### src/rtl/ssi_defs.svh
// Offsets, field positions, reset values and timing counts of the serial encoder receiver
`ifndef SSI_DEFS_SVH
`define SSI_DEFS_SVH

// ----------------------------------------
// Register byte offsets
// ----------------------------------------
`define SSI_OFS_CTRL      8'h00
`define SSI_OFS_CONFIG    8'h04
`define SSI_OFS_PATTERN   8'h08
`define SSI_OFS_POSITION  8'h0C
`define SSI_OFS_FRAME     8'h10
`define SSI_OFS_IRQ_STAT  8'h14
`define SSI_OFS_IRQ_CLR   8'h18
`define SSI_OFS_IRQ_EN    8'h1C

// ----------------------------------------
// Field positions
// ----------------------------------------
`define SSI_CTRL_MODE_BIT    0
`define SSI_CFG_NB_LSB       0
`define SSI_CFG_RATE_LSB     8
`define SSI_CFG_PAUSE_LSB    12
`define SSI_CFG_PASSIVE_BIT  16
`define SSI_CFG_GRAY_BIT     17
`define SSI_CFG_NS_LSB       24
`define SSI_FRM_STOP_BIT     8
`define SSI_FRM_PAR_BIT      9
`define SSI_IRQ_FRAME_BIT    0
`define SSI_IRQ_STOP_BIT     1
`define SSI_IRQ_PAR_BIT      2

// ----------------------------------------
// Reset values
// ----------------------------------------
`define SSI_CTRL_RST     1'b0
`define SSI_CFG_RST      32'h0000_0218
`define SSI_PATTERN_RST  16'h0000
`define SSI_SYNC_RST     3'b011
`define SSI_STOP_LEVEL   1'b0

// ----------------------------------------
// Timing: clock 25 MHz, rates in kHz, pauses in ns
// ----------------------------------------
`define SSI_SYS_CLK_KHZ  25000
`define SSI_SYS_CLK_NS   40
`define SSI_RATE_KHZ_0   25000
`define SSI_RATE_KHZ_1   12500
`define SSI_RATE_KHZ_2   5000
`define SSI_RATE_KHZ_3   2500
`define SSI_RATE_KHZ_4   1250
`define SSI_RATE_KHZ_5   500
`define SSI_RATE_KHZ_6   250
`define SSI_RATE_KHZ_7   125
`define SSI_PERIOD_CYC(khz)  (`SSI_SYS_CLK_KHZ / (khz))
`define SSI_PERIOD_MIN   2
`define SSI_PAUSE_NS_1   5000
`define SSI_PAUSE_NS_2   10000
`define SSI_PAUSE_NS_3   20000
`define SSI_PAUSE_NS_4   30000
`define SSI_PAUSE_NS_5   50000
`define SSI_PAUSE_NS_6   100000
`define SSI_PAUSE_NS_7   500000
`define SSI_PAUSE_CYC(ns)  (((ns) + `SSI_SYS_CLK_NS - 1) / `SSI_SYS_CLK_NS)
`define SSI_IDLE_NS      20000

`endif

### src/rtl/ssi_pkg.sv
// Types shared by the serial encoder receiver files
package ssi_pkg;

    // ----------------------------------------
    // Status-bit pattern codes
    // ----------------------------------------
    typedef enum logic [1:0] {STB_PLAIN, STB_STOP, STB_EVEN, STB_ODD} stb_code_t;

    // ----------------------------------------
    // Frame sequencing states
    // ----------------------------------------
    typedef enum {ST_IDLE, ST_FRAME, ST_PAUSE} frame_state_t;

    // ----------------------------------------
    // Decoded configuration
    // ----------------------------------------
    typedef struct packed {
        logic [5:0] data_bit_count;
        logic [2:0] rate;
        logic [2:0] pause;
        logic       passive;
        logic       gray;
        logic [2:0] stb_count_m1;
    } ssi_cfg_t;

    // ----------------------------------------
    // Result of one received frame
    // ----------------------------------------
    typedef struct packed {
        logic [31:0] position;
        logic [7:0]  status;
        logic        stop_err;
        logic        parity_err;
    } frame_result_t;

endpackage : ssi_pkg

### src/rtl/ssi_clkgen.sv
// Transfer clock divider for active mode
`timescale 1ns/1ps
module ssi_clkgen (
    input  wire logic       sys_clk,
    input  wire logic       rstn,
    input  wire logic       run,
    input  wire logic [7:0] period,
    output logic            clk_out,
    output logic            rise
);
    logic [7:0] cnt_r;
    logic [7:0] cnt_nxt;
    logic       clk_r;
    logic       clk_nxt;
    logic [7:0] half;

    // ----------------------------------------
    // Divider: low for the first half, high after
    // ----------------------------------------
    always_comb begin
        half = period >> 1;
        if (!run) begin
            cnt_nxt = 8'h00;
            clk_nxt = 1'b1;              // Idles high between frames
        end else begin
            cnt_nxt = (cnt_r == period - 8'h01) ? 8'h00 : cnt_r + 8'h01;
            clk_nxt = (cnt_r >= half);
        end
    end

    // Registers only
    always_ff @(posedge sys_clk) begin
        if (!rstn) begin
            cnt_r <= 8'h00;
            clk_r <= 1'b1;
        end else begin
            cnt_r <= cnt_nxt;
            clk_r <= clk_nxt;
        end
    end

    assign clk_out = clk_r;
    assign rise    = run & ~clk_r & clk_nxt;

endmodule : ssi_clkgen

### src/rtl/ssi_encoder_receiver.sv
// Synchronous-serial absolute encoder receiver with APB registers
//
// Implementation choices: register access over APB and the address map.
`timescale 1ns/1ps
`include "ssi_defs.svh"
module ssi_encoder_receiver #(
    parameter logic [13:0] PAUSE_500US_CYC = 14'(`SSI_PAUSE_CYC(`SSI_PAUSE_NS_7))
) (
    input  wire logic        sys_clk,
    input  wire logic        rstn,
    input  wire logic [7:0]  paddr,
    input  wire logic        psel,
    input  wire logic        penable,
    input  wire logic        pwrite,
    input  wire logic [31:0] pwdata,
    output logic [31:0]      prdata,
    output logic             pready,
    output logic             pslverr,
    input  wire logic        board_present,
    input  wire logic        ssi_clk_i,
    output logic             ssi_clk_o,
    output logic             ssi_clk_oe,
    input  wire logic        ssi_data_i,
    output logic             irq
);
    localparam logic [9:0] IDLE_CYC = 10'(`SSI_PAUSE_CYC(`SSI_IDLE_NS));

    // ----------------------------------------
    // Helper functions
    // ----------------------------------------
    function automatic logic reg_mapped(input logic [7:0] a);
        reg_mapped = (a[1:0] == 2'b00) && (a <= `SSI_OFS_IRQ_EN);
    endfunction : reg_mapped

    function automatic logic [7:0] rate_period(input logic [2:0] sel);
        logic [7:0] p;
        unique case (sel)
            3'd0: p = 8'(`SSI_PERIOD_CYC(`SSI_RATE_KHZ_0));
            3'd1: p = 8'(`SSI_PERIOD_CYC(`SSI_RATE_KHZ_1));
            3'd2: p = 8'(`SSI_PERIOD_CYC(`SSI_RATE_KHZ_2));
            3'd3: p = 8'(`SSI_PERIOD_CYC(`SSI_RATE_KHZ_3));
            3'd4: p = 8'(`SSI_PERIOD_CYC(`SSI_RATE_KHZ_4));
            3'd5: p = 8'(`SSI_PERIOD_CYC(`SSI_RATE_KHZ_5));
            3'd6: p = 8'(`SSI_PERIOD_CYC(`SSI_RATE_KHZ_6));
            3'd7: p = 8'(`SSI_PERIOD_CYC(`SSI_RATE_KHZ_7));
        endcase
        // A flop-driven clock cannot toggle faster than half the system clock
        rate_period = (p < 8'(`SSI_PERIOD_MIN)) ? 8'(`SSI_PERIOD_MIN) : p;
    endfunction : rate_period

    function automatic logic [13:0] pause_cycles(input logic [2:0] sel);
        unique case (sel)
            3'd0: pause_cycles = 14'h0000;
            3'd1: pause_cycles = 14'(`SSI_PAUSE_CYC(`SSI_PAUSE_NS_1));
            3'd2: pause_cycles = 14'(`SSI_PAUSE_CYC(`SSI_PAUSE_NS_2));
            3'd3: pause_cycles = 14'(`SSI_PAUSE_CYC(`SSI_PAUSE_NS_3));
            3'd4: pause_cycles = 14'(`SSI_PAUSE_CYC(`SSI_PAUSE_NS_4));
            3'd5: pause_cycles = 14'(`SSI_PAUSE_CYC(`SSI_PAUSE_NS_5));
            3'd6: pause_cycles = 14'(`SSI_PAUSE_CYC(`SSI_PAUSE_NS_6));
            3'd7: pause_cycles = PAUSE_500US_CYC;
        endcase
    endfunction : pause_cycles

    function automatic logic [31:0] gray_to_bin(input logic [31:0] g);
        logic [31:0] b;
        b[31] = g[31];
        for (int i = 30; i >= 0; i--) begin
            b[i] = b[i + 1] ^ g[i];
        end
        gray_to_bin = b;
    endfunction : gray_to_bin

    // ----------------------------------------
    // Pin synchronisers: board, data, clock
    // ----------------------------------------
    logic [2:0] s1_r, s2_r, s3_r, filt_r, filt_nxt;
    logic       clk_prev_r;

    // A change counts once the last two stages agree
    always_comb begin
        filt_nxt = filt_r;
        for (int i = 0; i < 3; i++) begin
            if (s2_r[i] == s3_r[i]) begin
                filt_nxt[i] = s3_r[i];
            end
        end
    end

    always_ff @(posedge sys_clk) begin
        if (!rstn) begin
            s1_r       <= `SSI_SYNC_RST;
            s2_r       <= `SSI_SYNC_RST;
            s3_r       <= `SSI_SYNC_RST;
            filt_r     <= `SSI_SYNC_RST;
            clk_prev_r <= 1'b1;
        end else begin
            s1_r       <= {board_present, ssi_data_i, ssi_clk_i};
            s2_r       <= s1_r;
            s3_r       <= s2_r;
            filt_r     <= filt_nxt;
            clk_prev_r <= filt_r[0];
        end
    end

    // ----------------------------------------
    // APB slave and register file
    // ----------------------------------------
    logic        ctrl_r, ctrl_nxt;
    logic [31:0] cfg_r, cfg_nxt;
    logic [15:0] pat_r, pat_nxt;
    logic [2:0]  irq_en_r, irq_en_nxt;
    logic [2:0]  irq_stat_r, irq_stat_nxt, irq_set, irq_clr;
    logic        irq_r, irq_nxt;
    logic        pready_r, pready_nxt, pslverr_r, pslverr_nxt;
    logic [31:0] prdata_r, prdata_nxt, rd_mux;
    logic        wr_done;
    ssi_pkg::frame_result_t res_r, res_nxt;

    // Read mux and register updates; access ends on the second access cycle
    always_comb begin
        pready_nxt = psel & penable & ~pready_r;
        wr_done    = psel & penable & pready_r & pwrite;
        unique case (paddr)
            `SSI_OFS_CTRL:     rd_mux = {31'h0000_0000, ctrl_r};
            `SSI_OFS_CONFIG:   rd_mux = cfg_r;
            `SSI_OFS_PATTERN:  rd_mux = {16'h0000, pat_r};
            `SSI_OFS_POSITION: rd_mux = res_r.position;
            `SSI_OFS_FRAME:    rd_mux = {22'h00_0000, res_r.parity_err,
                                         res_r.stop_err, res_r.status};
            `SSI_OFS_IRQ_STAT: rd_mux = {29'h0000_0000, irq_stat_r};
            `SSI_OFS_IRQ_EN:   rd_mux = {29'h0000_0000, irq_en_r};
            default:           rd_mux = 32'h0000_0000;
        endcase
        prdata_nxt  = pready_nxt ? rd_mux : 32'h0000_0000;
        pslverr_nxt = pready_nxt & ~reg_mapped(paddr);
        ctrl_nxt    = ctrl_r;
        cfg_nxt     = cfg_r;
        pat_nxt     = pat_r;
        irq_en_nxt  = irq_en_r;
        irq_clr     = 3'b000;
        if (wr_done) begin
            unique case (paddr)
                `SSI_OFS_CTRL:    ctrl_nxt   = pwdata[`SSI_CTRL_MODE_BIT];
                `SSI_OFS_CONFIG:  cfg_nxt    = pwdata;
                `SSI_OFS_PATTERN: pat_nxt    = pwdata[15:0];
                `SSI_OFS_IRQ_CLR: irq_clr    = pwdata[2:0];
                `SSI_OFS_IRQ_EN:  irq_en_nxt = pwdata[2:0];
                default:          ctrl_nxt   = ctrl_r;
            endcase
        end
        // Hardware set wins over a clear in the same cycle
        irq_stat_nxt = (irq_stat_r & ~irq_clr) | irq_set;
        irq_nxt      = |(irq_stat_r & irq_en_r);
    end

    always_ff @(posedge sys_clk) begin
        if (!rstn) begin
            ctrl_r     <= `SSI_CTRL_RST;
            cfg_r      <= `SSI_CFG_RST;
            pat_r      <= `SSI_PATTERN_RST;
            irq_en_r   <= 3'b000;
            irq_stat_r <= 3'b000;
            irq_r      <= 1'b0;
            pready_r   <= 1'b0;
            pslverr_r  <= 1'b0;
            prdata_r   <= 32'h0000_0000;
        end else begin
            ctrl_r     <= ctrl_nxt;
            cfg_r      <= cfg_nxt;
            pat_r      <= pat_nxt;
            irq_en_r   <= irq_en_nxt;
            irq_stat_r <= irq_stat_nxt;
            irq_r      <= irq_nxt;
            pready_r   <= pready_nxt;
            pslverr_r  <= pslverr_nxt;
            prdata_r   <= prdata_nxt;
        end
    end

    // ----------------------------------------
    // Configuration decode
    // ----------------------------------------
    ssi_pkg::ssi_cfg_t cfg;
    logic [5:0]  nb_eff;
    logic [3:0]  ns;
    logic [6:0]  total;
    logic        enable;

    always_comb begin
        cfg.data_bit_count = cfg_r[`SSI_CFG_NB_LSB +: 6];
        cfg.rate           = cfg_r[`SSI_CFG_RATE_LSB +: 3];
        cfg.pause          = cfg_r[`SSI_CFG_PAUSE_LSB +: 3];
        cfg.passive        = cfg_r[`SSI_CFG_PASSIVE_BIT];
        cfg.gray           = cfg_r[`SSI_CFG_GRAY_BIT];
        cfg.stb_count_m1   = cfg_r[`SSI_CFG_NS_LSB +: 3];
        // Out-of-range counts clamp to 1..32 data bits
        if (cfg.data_bit_count == 6'd0) begin
            nb_eff = 6'd1;
        end else if (cfg.data_bit_count > 6'd32) begin
            nb_eff = 6'd32;
        end else begin
            nb_eff = cfg.data_bit_count;
        end
        ns     = {1'b0, cfg.stb_count_m1} + 4'd1;
        total  = {1'b0, nb_eff} + {3'b000, ns};
        enable = ctrl_r & filt_r[2];
    end

    // ----------------------------------------
    // Transfer clock generator
    // ----------------------------------------
    ssi_pkg::frame_state_t state_r, state_nxt;
    logic gen_run, gen_clk, gen_rise, oe_r, oe_nxt;

    assign gen_run = (state_r == ssi_pkg::ST_FRAME) & ~cfg.passive & enable;

    ssi_clkgen u_clkgen (
        .sys_clk (sys_clk),
        .rstn    (rstn),
        .run     (gen_run),
        .period  (rate_period(cfg.rate)),
        .clk_out (gen_clk),
        .rise    (gen_rise)
    );

    // ----------------------------------------
    // Frame sequencer and shift register
    // ----------------------------------------
    logic [6:0]  bitcnt_r, bitcnt_nxt;
    logic [39:0] sr_r, sr_nxt;
    logic [13:0] pause_r, pause_nxt;
    logic [9:0]  idle_r, idle_nxt;
    logic        sample, finish;

    always_comb begin
        // Passive mode follows the other master's rising edges
        sample     = cfg.passive ? (filt_r[0] & ~clk_prev_r) : gen_rise;
        state_nxt  = state_r;
        bitcnt_nxt = bitcnt_r;
        sr_nxt     = sr_r;
        pause_nxt  = pause_r;
        idle_nxt   = 10'd0;
        finish     = 1'b0;
        oe_nxt     = enable & ~cfg.passive;
        if (!enable) begin
            state_nxt  = ssi_pkg::ST_IDLE;
            bitcnt_nxt = 7'd0;
        end else begin
            unique case (state_r)
                ssi_pkg::ST_IDLE: begin
                    state_nxt  = ssi_pkg::ST_FRAME;
                    bitcnt_nxt = 7'd0;
                end
                ssi_pkg::ST_FRAME: begin
                    if (sample) begin
                        sr_nxt = {sr_r[38:0], filt_r[1]};
                        if (bitcnt_r == total - 7'd1) begin
                            finish     = 1'b1;
                            bitcnt_nxt = 7'd0;
                            if (!cfg.passive) begin
                                state_nxt = ssi_pkg::ST_PAUSE;
                                pause_nxt = pause_cycles(cfg.pause);
                            end
                        end else begin
                            bitcnt_nxt = bitcnt_r + 7'd1;
                        end
                    end
                    // Long idle high clock realigns a passive receiver
                    if (cfg.passive && filt_r[0]) begin
                        idle_nxt = (idle_r == IDLE_CYC) ? idle_r : idle_r + 10'd1;
                        if (idle_r == IDLE_CYC - 10'd1) begin
                            bitcnt_nxt = 7'd0;
                        end
                    end
                end
                ssi_pkg::ST_PAUSE: begin
                    if (pause_r == 14'h0000) begin
                        state_nxt = ssi_pkg::ST_FRAME;
                    end else begin
                        pause_nxt = pause_r - 14'h0001;
                    end
                end
            endcase
        end
    end

    always_ff @(posedge sys_clk) begin
        if (!rstn) begin
            state_r  <= ssi_pkg::ST_IDLE;
            bitcnt_r <= 7'd0;
            sr_r     <= 40'h00_0000_0000;
            pause_r  <= 14'h0000;
            idle_r   <= 10'd0;
            oe_r     <= 1'b0;
        end else begin
            state_r  <= state_nxt;
            bitcnt_r <= bitcnt_nxt;
            sr_r     <= sr_nxt;
            pause_r  <= pause_nxt;
            idle_r   <= idle_nxt;
            oe_r     <= oe_nxt;
        end
    end

    // ----------------------------------------
    // Frame evaluation: data, coding, checks
    // ----------------------------------------
    logic [39:0] shifted;
    logic [31:0] data_raw;
    logic        par_seen;
    logic [5:0]  idx;
    logic        sbit;

    always_comb begin
        shifted   = sr_nxt >> ns;
        data_raw  = shifted[31:0] & (32'hFFFF_FFFF >> (6'd32 - nb_eff));
        res_nxt   = res_r;
        irq_set   = 3'b000;
        par_seen  = 1'b0;
        idx       = 6'd0;
        sbit      = 1'b0;
        if (finish) begin
            res_nxt.position   = cfg.gray ? gray_to_bin(data_raw) : data_raw;
            res_nxt.status     = sr_nxt[7:0] & (8'hFF >> (4'd8 - ns));
            res_nxt.stop_err   = 1'b0;
            res_nxt.parity_err = 1'b0;
            for (int j = 0; j < 8; j++) begin
                idx  = {2'b00, ns} - 6'(j) - 6'd1;
                sbit = sr_nxt[idx];
                if (6'(j) < {2'b00, ns}) begin
                    // Only the last status bit is checked as a stop bit, and only if its pattern code is STB_STOP
                    if (6'(j) == {2'b00, ns} - 6'd1 &&
                        pat_r[2*j +: 2] == ssi_pkg::STB_STOP) begin
                        res_nxt.stop_err = (sbit != `SSI_STOP_LEVEL);
                    end
                    if (!par_seen && (pat_r[2*j +: 2] == ssi_pkg::STB_EVEN ||
                                      pat_r[2*j +: 2] == ssi_pkg::STB_ODD)) begin
                        par_seen = 1'b1;
                        res_nxt.parity_err = ((^data_raw) ^ sbit) !=
                            (pat_r[2*j +: 2] == ssi_pkg::STB_ODD);
                    end
                end
            end
            irq_set[`SSI_IRQ_FRAME_BIT] = 1'b1;
            irq_set[`SSI_IRQ_STOP_BIT]  = res_nxt.stop_err;
            irq_set[`SSI_IRQ_PAR_BIT]   = res_nxt.parity_err;
        end
    end

    // Holds the last frame until the next one completes
    always_ff @(posedge sys_clk) begin
        if (!rstn) begin
            res_r <= '0;
        end else begin
            res_r <= res_nxt;
        end
    end

    // ----------------------------------------
    // Outputs
    // ----------------------------------------
    assign prdata     = prdata_r;
    assign pready     = pready_r;
    assign pslverr    = pslverr_r;
    assign ssi_clk_o  = gen_clk;
    assign ssi_clk_oe = oe_r;
    assign irq        = irq_r;

endmodule : ssi_encoder_receiver

### config.mk
export PLATFORM = sky130hd
export DESIGN_NAME = ssi_encoder_receiver
export DESIGN_NICKNAME = d
export VERILOG_FILES = /design/src/rtl/ssi_pkg.sv /design/src/rtl/ssi_clkgen.sv /design/src/rtl/ssi_encoder_receiver.sv
export VERILOG_INCLUDE_DIRS = /design/src /design/src/rtl
export SDC_FILE = /design/constraint.sdc
export NUM_CORES = 1
export LEC_CHECK = 0
export BUFFER_PORTS_ARGS = -buffer_cell sky130_fd_sc_hd__buf_2
export CAP_MARGIN = 15
export CORE_MARGIN = 2
export CORE_UTILIZATION = 35
export CTS_CLUSTER_DIAMETER = 60
export DETAILED_ROUTE_END_ITERATION = 10
export GPL_ROUTABILITY_DRIVEN = 0
export GPL_TIMING_DRIVEN = 0
export SYNTH_ARGS = -nofsm -noshare
export SYNTH_HDL_FRONTEND = slang
export SYNTH_SLANG_ARGS = --single-unit
### constraint.sdc
create_clock -name sys_clk -period 10.7 [get_ports sys_clk]
set_clock_uncertainty 0.2 [all_clocks]
set_input_delay 1.07 -clock sys_clk [delete_from_list [all_inputs] [get_ports sys_clk]]
set_output_delay 1.07 -clock sys_clk [all_outputs]
set_load 0.005 [all_outputs]
# --- Yosys cells after proc, flatten, opt, wreduce, memory -nomap -nowiden ---
# Memory sizes are Yosys's and may differ from the RTL's. A register that Yosys moved wholly into a read port is not among the register bits.
# Index checks and enable logic that the tools add are counted.
classes:
  shift: 3
  n_addsub: 24
  mux: 99
  n_lt_le_gt_ge: 20
  n_reduce_logical: 52
  n_eq_ne: 61
  bitwise_logic: 64
ops:
  columns: ["cell", "n"]
  rows:
  - ["32-bit case mux with 7 select lines", 1]
  - ["32-bit 2-to-1 mux", 4]
  - ["40-bit 2-to-1 mux", 3]
  - ["32-bit case mux with 3 select lines", 1]
  - ["32-bit by 2-bit equality test with 1-bit output (second input constant)", 2]
  - ["6-bit by 7-bit less-than comparator with 1-bit output (second input constant)", 8]
  - ["14-bit 2-to-1 mux", 4]
  - ["1-bit 2-to-1 mux", 51]
  - ["1-bit binary-select mux with 6-bit select", 8]
  - ["40-bit by 4-bit right shift with 32-bit output", 1]
  - ["1-bit XOR", 39]
  - ["5-bit by 2-bit subtractor with 6-bit output (second input constant)", 6]
  - ["32-bit bitwise AND", 1]
  - ["2-bit equality test (second input constant)", 16]
  - ["32-bit by 1-bit equality test with 1-bit output (second input constant)", 1]
  - ["8-bit by 5-bit equality test with 1-bit output (second input constant)", 4]
  - ["32-bit logical NOT", 1]
  - ["32-bit XOR reduction", 1]
  - ["32-bit by 6-bit right shift with 32-bit output (first input constant)", 1]
  - ["31-bit 2-to-1 mux", 1]
  - ["7-bit 2-to-1 mux", 4]
  - ["14-bit case mux with 2 select lines", 1]
  - ["3-bit by 6-bit equality test with 1-bit output (first input constant)", 4]
  - ["3-bit 2-to-1 mux", 7]
  - ["other kinds (55)", 153]
word_totals:
  output_inout_bits: 37
  mem_bits_ro: 176
  ff_bits: 258
  n_memories: 2
  inputBits: 48
memory_table:
  columns: ["name", "words", "word_bits", "read_ports", "rd_clocked_by_memory_dff", "write_ports", "line", "source"]
  rows:
  - ["(name not given)", 8, 14, 1, 1, 0, "ssi_encoder_receiver.sv:52", "unique case (sel)"]
  - ["(name not given)", 8, 8, 1, 1, 0, "ssi_encoder_receiver.sv:37", "unique case (sel)"]

# --- Depth between registers and ports, before layout ---
# Gate-level depths: netlist of the first run.
logic_depth:
  depth_word: 47
  ltp_mapped: 26
  mapped_depth_nobuf: 23

# --- By module ---
# Synthesis of the first run repeated with hierarchy kept, for this count alone.
hier_totals:
  hier_cells: 1838
  hier_area_um2: 15671.3
modules_own_cells:
  columns: ["module", "instances", "seq_area_each_um2", "area_each_um2", "cells_per_inst"]
  rows:
  - ["ssi_encoder_receiver", 1, 4804.6, 14869.3, 1746]
  - ["ssi_clkgen", 1, 180.2, 802.0, 92]

# --- Worst setup path after synthesis of the first run ---
# OpenSTA, ideal clock, no wires.
synth_timing:
  path_kind: "register to register"
  start: "register cfg_r[24]"
  end: "register pause_r[0]"
  synth_period_minus_slack_ps: 6444
  path_slack_ps: 4256
  path_stages_with_launch: 24
  t_arrival_ps: 6174
  n_path_buf: 7
  path_cell_list: "dfxtp_1 inv_1 clkbuf_1 buf_2 buf_2 buf_1 buf_1 clkbuf_1 ha_1 clkbuf_1 inv_2 ha_1 inv_1 ha_1 fa_1 a21o_1 a21oi_1 xnor2_1 o2111ai_1 or3_1 o21ai_0 nand3_1 or3b_2 a21oi_1"
synth_between:
  elab_chain_cells: 6
synth_rtl:
  columns: ["element", "line", "source"]
  rows:
  - ["from (decl)", "ssi_encoder_receiver.sv:109", "logic [31:0] cfg_r, cfg_nxt;"]
  - ["from (signal assigned)", "ssi_encoder_receiver.sv:159", "cfg_r <= `SSI_CFG_RST;"]
  - ["from (signal assigned)", "ssi_encoder_receiver.sv:169", "cfg_r <= cfg_nxt;"]
  - ["3-bit by 1-bit adder with 4-bit output", "ssi_encoder_receiver.sv:204", "ns = {1'b0, cfg.stb_count_m1} + 4'd1;"]
  - ["6-bit by 4-bit adder with 7-bit output", "ssi_encoder_receiver.sv:205", "total = {1'b0, nb_eff} + {3'b000, ns};"]
  - ["7-bit by 1-bit subtractor with 7-bit output", "ssi_encoder_receiver.sv:257", "if (bitcnt_r == total - 7'd1) begin"]
  - ["7-bit equality test", "ssi_encoder_receiver.sv:257", null]
  - ["2-bit inequality test (no line)", null, null]
  - ["6-bit AND reduction (no line)", null, null]
  - ["to (signal assigned)", "ssi_encoder_receiver.sv:299", "pause_r <= pause_nxt;"]
  - ["to (decl)", "ssi_encoder_receiver.sv:231", "logic [13:0] pause_r, pause_nxt;"]
# No other way between the ends.
# A chain may end at the register's enable or synchronous reset.

# --- Worst setup path in the final report of the first run ---
layout_timing:
  start: "register cfg_r[24]"
  end: "register pause_r[3]"
# Same word-level chain as after synthesis.

==> flow_summary.toml, run 1 <==
[outcome]
status = "complete, no violations"

[clock_network]
root_buffer = "clkbuf_16"
cts_max_path_buffers = 3
clkSinkCount = 249
cts_tree = "yes"
clkTransAtPathRegs_ns = 0.06
cts_resized = 0
cts_buffers = 30
postCtsSetupBuffers = 0
htreeDepth = 1
hold_buffers = 0
clkLatencyLatePin_ns = 0.58

[finish]
syn2layout_area_growth_pct = 13.6
fillCellCount = 4806
final_cell_mix = "289 x nand2_1, 249 x dfxtp_1, 209 x nor2_1"
drive_above_1_share_pct = 12.0
final_nets = 2226
mostFrequentLayoutCell = "nand2_1"
fin_util_pct = 40.1

[grt]
grt_overflow = 0
grt_pass1_vias = 15293
grtUsageTotal_pct = 23.8
grt_max_degree = 16
grt_pass1_wl_um = 89000
grt_antenna_before_repair = 0

[sta]
post-route-min-period_ns = 9.54
slew_violations = 0
setup_violations = 0
rsz0062_at_grt = "no"
holdWs_ns = 0.210
layout_setup_ws_ns = 1.16
hold_viol_final = 0
slew_headroom_pct = 19.6
fin_crit_sh_pct = 89.2
max_freq_mhz = 105
tightest_slew_ns = 1.21
fin_tns_setup_ns = 0

[critical_path]
endpoint_kind = "flop"
crit_arrival_ns = 9.76
cp_slowest_cell = "buf_1"
path_common_cell = "clkbuf_1"
r2r_setup_slack_ns = 1.16
path_buf_inv = 11
slowest_delay_ns = 0.78
crit_path_cell_trace = "inv_1, clkbuf_1, buf_2, buf_2, buf_1, buf_1, clkbuf_1, ha_1, clkbuf_1, inv_2, ha_1, inv_1, ha_1, fa_1, a21o_1, a21oi_1, xnor2_1, o2111ai_1, or3_1, o21ai_0, nand3_1, clkbuf_1, o21ai_0, a21oi_1"
start_kind = "flop"
critPathKind = "reg -> reg"
path_max_fanout = 13
required_ns = 10.92
cp_top_family = "buffers and inverters"

[die]
die_w_um = 220
core_mm2 = 0.0463
ios = 85
die_h_um = 220
rows = 79
dieArea_mm2 = 0.0484
start_util_pct = 35.3

[drt]
drt-initial-drc-count = 1687
vias = 16336
routedWlPerCell_um = 21.6
ant_nets = 0
route.detailed.drc = 0
routed_via_density = 5.93
detail_route.wirelength_um = 59400
drtPass1Iterations = 8

[power]
sw_frac_of_total_pct = 22.8
clock_power_share_pct = 52.0
powerDensity_mw_per_mm2 = 109
cellInternalPower_mw = 1.55
comb_power_share_pct = 1.9
vdd_ir_drop_max_mv = 0.123
pwr-share-seq_pct = 46.2
leakage_nw = 6.69
power.switching_mw = 0.459
power_mw = 2.01

[place]
place_ws_ns = 1.59
port-buffer-count = 84
hpwl_um = 45300

[synthesis]
ys_types = 98
synth_cells = 2005
synth_seq_area_share_pct = 30.5
syn-num-nets = 2108
synth.avg_cell_area_um2 = 8.14
yosys_register_bits = 249
ys_warn_count = 0
synth-main-ff-cell = "dfxtp_1"
synth_edf_count = 0
synthArstFlopShare_pct = 0
syn_area_mm2 = 0.0163

[flow_run]
maxCapViolCount = 0

[hold_path]
worstHoldPathType = "reg -> reg"
==> power groups by stage <==
stage | Clock (mW) | Combinational (mW) | Sequential [mW]
2_1_floorplan | 0 | 0.0132 | 0.950
3_3_place_gp | 0 | 0.0368 | 0.950
3_5_place_dp | 0 | 0.0370 | 0.950
4_1_cts | 1.06 | 0.0371 | 0.929
5_1_grt | 1.09 | 0.0392 | 0.929
6_report | 1.05 | 0.0376 | 0.929
==> metal layers <==
metal / track usage [%] / vias to the layer above / wire, um
met5: 0 / - / 0
met4: 10.0 / 0 / 2720
met3: 4.18 / 177 / 5720
met2: 37.4 / 844 / 26200
met1: 32.1 / 7835 / 24700
li1: - / 7480 / -
==> synth_stat cells (43+ instances only) <==
cell	number	area [um^2]
nand2_1	289	1080
dfxtp_1	249	4980
nor2_1	209	785
a21oi_1	193	966
mux2i_1	90	901
clkbuf_1	89	334
o21ai_0	80	400
ha_1	54	676
a22oi_1	53	398
xnor2_1	53	464
inv_1	47	176
xor2_1	44	385
nand3_1	43	215
==> through the flow <==
| stage | instances | cell area (um^2) |
|---|---|---|
| floorplan | 2005 | 16300 |
| global placement | 2696 | 17500 |
| detailed placement | 2697 | 17500 |
| CTS | 2752 | 18500 |
| global route | 2753 | 18500 |
| finish | 2754 | 18500 |
==> flip-flops by register name (all words and copies together) (netlist names), named ones only <==
name / cells
res_r: 42
sr_r: 40
cfg_r: 32
prdata: 32
pat_r: 16
pause_r: 14
idle_r: 10
u_clkgen.cnt_r: 8
bitcnt_r: 7
filt_r: 3
irq_en_r: 3
irq_stat_r: 3
s1_r: 3
s2_r: 3
s3_r: 3
state_r: 2
clk_prev_r: 1
ctrl_r: 1
irq: 1
pready: 1
pslverr: 1
ssi_clk_oe: 1
u_clkgen.clk_out: 1
==> logic make-up after synthesis <==
family	share of synthesized area [%]
fa+ha+maj	4.26
flops	30.5
compound gates	21.2
buf+inv	4.38
simple gates	20.6
xor+xnor	6.67
mux	12.3
==> area by class of cell <==
type,count,area [um^2],share of cell area (%)
Multi-Input combinational cell,1581,10600,57.3
Inverter,48,180,0.971
Buffer,127,536,2.89
Sequential cell,249,4980,26.9
Clock inverter,15,164,0.884
Tap cell,607,759,4.09
Timing Repair Buffer,86,437,2.35
Antenna cell,1,2.50,0.0135
Clock buffer,40,858,4.63
==> path summary, 6_finish.rpt <==
kind,startpoint,to,cells past startpoint
max reg2reg,cfg_r[24],pause_r[3],24
min,s1_r[1],s2_r[1],1
max,cfg_r[24],pause_r[3],24
min reg2reg,s1_r[1],s2_r[1],1
==> worst reg2reg max path, stage by stage, from the launching register on <==
cell	delay (ns)
dfxtp_1	0.54
inv_1	0.31
clkbuf_1	0.45
buf_2	0.42
buf_2	0.33
buf_1	0.65
buf_1	0.79
clkbuf_1	0.61
ha_1	0.37
clkbuf_1	0.66
inv_2	0.40
ha_1	0.41
inv_1	0.04
ha_1	0.21
fa_1	0.41
a21o_1	0.17
a21oi_1	0.17
xnor2_1	0.13
o2111ai_1	0.13
or3_1	0.39
o21ai_0	0.44
nand3_1	0.38
clkbuf_1	0.33
o21ai_0	0.32
a21oi_1	0.11
No activity file was read; power rests on OpenSTA's default activity.
==> inputs of run 2 (changes only) <==
==> constraint.sdc (replaced) <==
create_clock -name sys_clk -period 10.7 [get_ports sys_clk]
set_clock_uncertainty 0.2 [all_clocks]
set_input_delay 0 -clock sys_clk [delete_from_list [all_inputs] [get_ports sys_clk]]
set_output_delay 0 -clock sys_clk [all_outputs]
set_load 0.005 [all_outputs]
==> run 2 against run 1 <==
Worst setup slack worse by 0.0069 ns. Design area is 3.0% higher. Flip-flop and latch count stayed put. Largest power group unchanged. Via count is 1.8% higher. Hold slack worse by 0.20 ns. Non-clock buffer count is 56 higher. Routed wire length is 1.3% higher. Global-route usage is 0.25 points higher. Count of clock-buffer cells in the layout stayed put. Largest cell class unchanged. Core utilization is 1.2 points higher. Cell count is 2.0% higher. Clock power hardly changed. Critical path type unchanged.
==> flow_summary.toml, run 2 (same netlist as run 1, synthesis figures left out) <==
[outcome]
status = "complete, no violations"

[grt]
grt_pass1_vias = 15605
grt_max_degree = 16
grt_antenna_before_repair = 0
grt_overflow = 0
grt_pass1_wl_um = 90100
grtUsageTotal_pct = 24.0

[sta]
hold_viol_final = 0
tightest_slew_ns = 1.18
fin_crit_sh_pct = 89.3
post-route-min-period_ns = 9.55
layout_setup_ws_ns = 1.15
rsz0062_at_grt = "no"
setup_violations = 0
slew_violations = 0
fin_tns_setup_ns = 0
max_freq_mhz = 105
slew_headroom_pct = 21.1

[drt]
routed_via_density = 5.92
drt-initial-drc-count = 1787
detail_route.wirelength_um = 60100
routedWlPerCell_um = 21.4
route.detailed.drc = 0
vias = 16630
drtPass1Iterations = 8
ant_nets = 0

[power]
power_mw = 2.03
leakage_nw = 6.92
powerDensity_mw_per_mm2 = 106
vdd_ir_drop_max_mv = 0.123

[critical_path]
start_kind = "flop"
crit_path_cell_trace = "inv_1, clkbuf_1, buf_2, buf_2, buf_1, buf_1, clkbuf_1, ha_1, clkbuf_1, inv_2, ha_1, inv_1, ha_1, fa_1, a21o_1, a21oi_1, xnor2_1, o2111ai_1, or3_1, o21ai_0, nand3_1, clkbuf_1, o21ai_0, a21oi_1"
r2r-end = "pause_r[3]"
r2r_cells = 24
r2r_start = "cfg_r[24]"
critPathKind = "reg -> reg"
slowest_delay_ns = 0.78
endpoint_kind = "flop"
cp_slowest_cell = "buf_1"
crit_arrival_ns = 9.77
path_common_cell = "clkbuf_1"
path_max_fanout = 13
r2r_setup_slack_ns = 1.15
required_ns = 10.92

[hold_path]
worstHoldPathCells = 4
worstHoldPathType = "in -> reg"
holdCritStartpoint = "pwdata[29]"
hold_end = "cfg_r[29]"

[finish]
drive_above_1_share_pct = 11.7
largest-register = "res_r"
largestRegisters = "res_r (42), sr_r (40)"
largest_reg_flops = 42
fillCellCount = 4750
final_nets = 2282
final_cell_mix = "289 x nand2_1, 249 x dfxtp_1, 209 x nor2_1"
syn2layout_area_growth_pct = 17.0
mostFrequentLayoutCell = "nand2_1"

[die]
rows = 79
die_w_um = 220
ios = 85
start_util_pct = 35.3
dieArea_mm2 = 0.0484
die_h_um = 220
core_mm2 = 0.0463

[place]
port-buffer-count = 84
hpwl_um = 45300
place_ws_ns = 1.59

[clock_network]
htreeDepth = 1
clkSinkCount = 249
cts_resized = 0
clkLatencyLatePin_ns = 0.59
cts_max_path_buffers = 3
root_buffer = "clkbuf_16"
cts_buffers = 30
cts_tree = "yes"
clkTransAtPathRegs_ns = 0.06

[flow_run]
maxCapViolCount = 0
-- run 2: area by class of cell --
cell class	instances	area (um^2)	share of cell area (%)
sequential	249	4980	26.1
antenna	1	2.50	0.0131
timing repair buffer	142	997	5.22
inverter	48	180	0.943
multi-input combinational	1581	10600	55.6
clock buffer	40	858	4.49
tap	607	759	3.97
clock inverter	15	164	0.858
buffer	127	536	2.80
-- run 2: worst max-delay path, delay by kind of cell, from the launching register on --
kind                       cells  cell delay, ns
DFF                            1            0.53
AOI/OAI and AO/OA              6            1.33
buffers and inverters         11            4.98
adders and majority gates      4            1.40
xor gates and xnor gates       1            0.13
and+or+nand+nor                2            0.77
-- run 2: worst max-delay path by stage --
stage / slack (ns) / start / to
after floorplan: 4.26 / cfg_r[24] / pause_r[0]
after global placement: 1.61 / cfg_r[24] / pause_r[1]
after detailed placement: 1.59 / cfg_r[24] / pause_r[1]
after CTS: 1.56 / cfg_r[24] / pause_r[1]
after global routing: 0.87 / cfg_r[24] / pause_r[3]
final: 1.15 / cfg_r[24] / pause_r[3]
-- run 2: stage by stage --
stage	instance area (um^2)	util [%]	std cells	hold WS, ns
final	19100	41.3	2810	0.00825
after global routing	19100	41.3	2809	0.0400
after CTS	19100	41.3	2808	0.00132
after detailed placement	17500	37.9	2697	-0.0151
after global placement	17500	37.8	2696	-0.0138
after floorplan	16300	-	2005	-0.0985
-- run 2: where the power goes --
group	total (mW)	switching [mW]	leakage (nW)	internal (mW)
logic	0.0523	0.0299	4.41	0.0224
registers	0.929	0.000728	2.01	0.929
clock network	1.05	0.431	0.506	0.615
total	2.03	0.462	6.92	1.57
-- run 2: timing repair --
| item | CTS | global route |
|---|---|---|
| hold buffers | 56 | 0 |
| setup buffers | 0 | 0 |
| endpoints found under the hold margin | 85 | 0 |
-- run 2: per-layer routing --
metal | vias up | GRT usage, % | wire [um]
met5 | - | 0 | 0
met4 | 0 | 10.5 | 2860
met3 | 175 | 4.18 | 5690
met2 | 897 | 37.8 | 26600
met1 | 7963 | 32.3 | 24900
li1 | 7595 | - | -
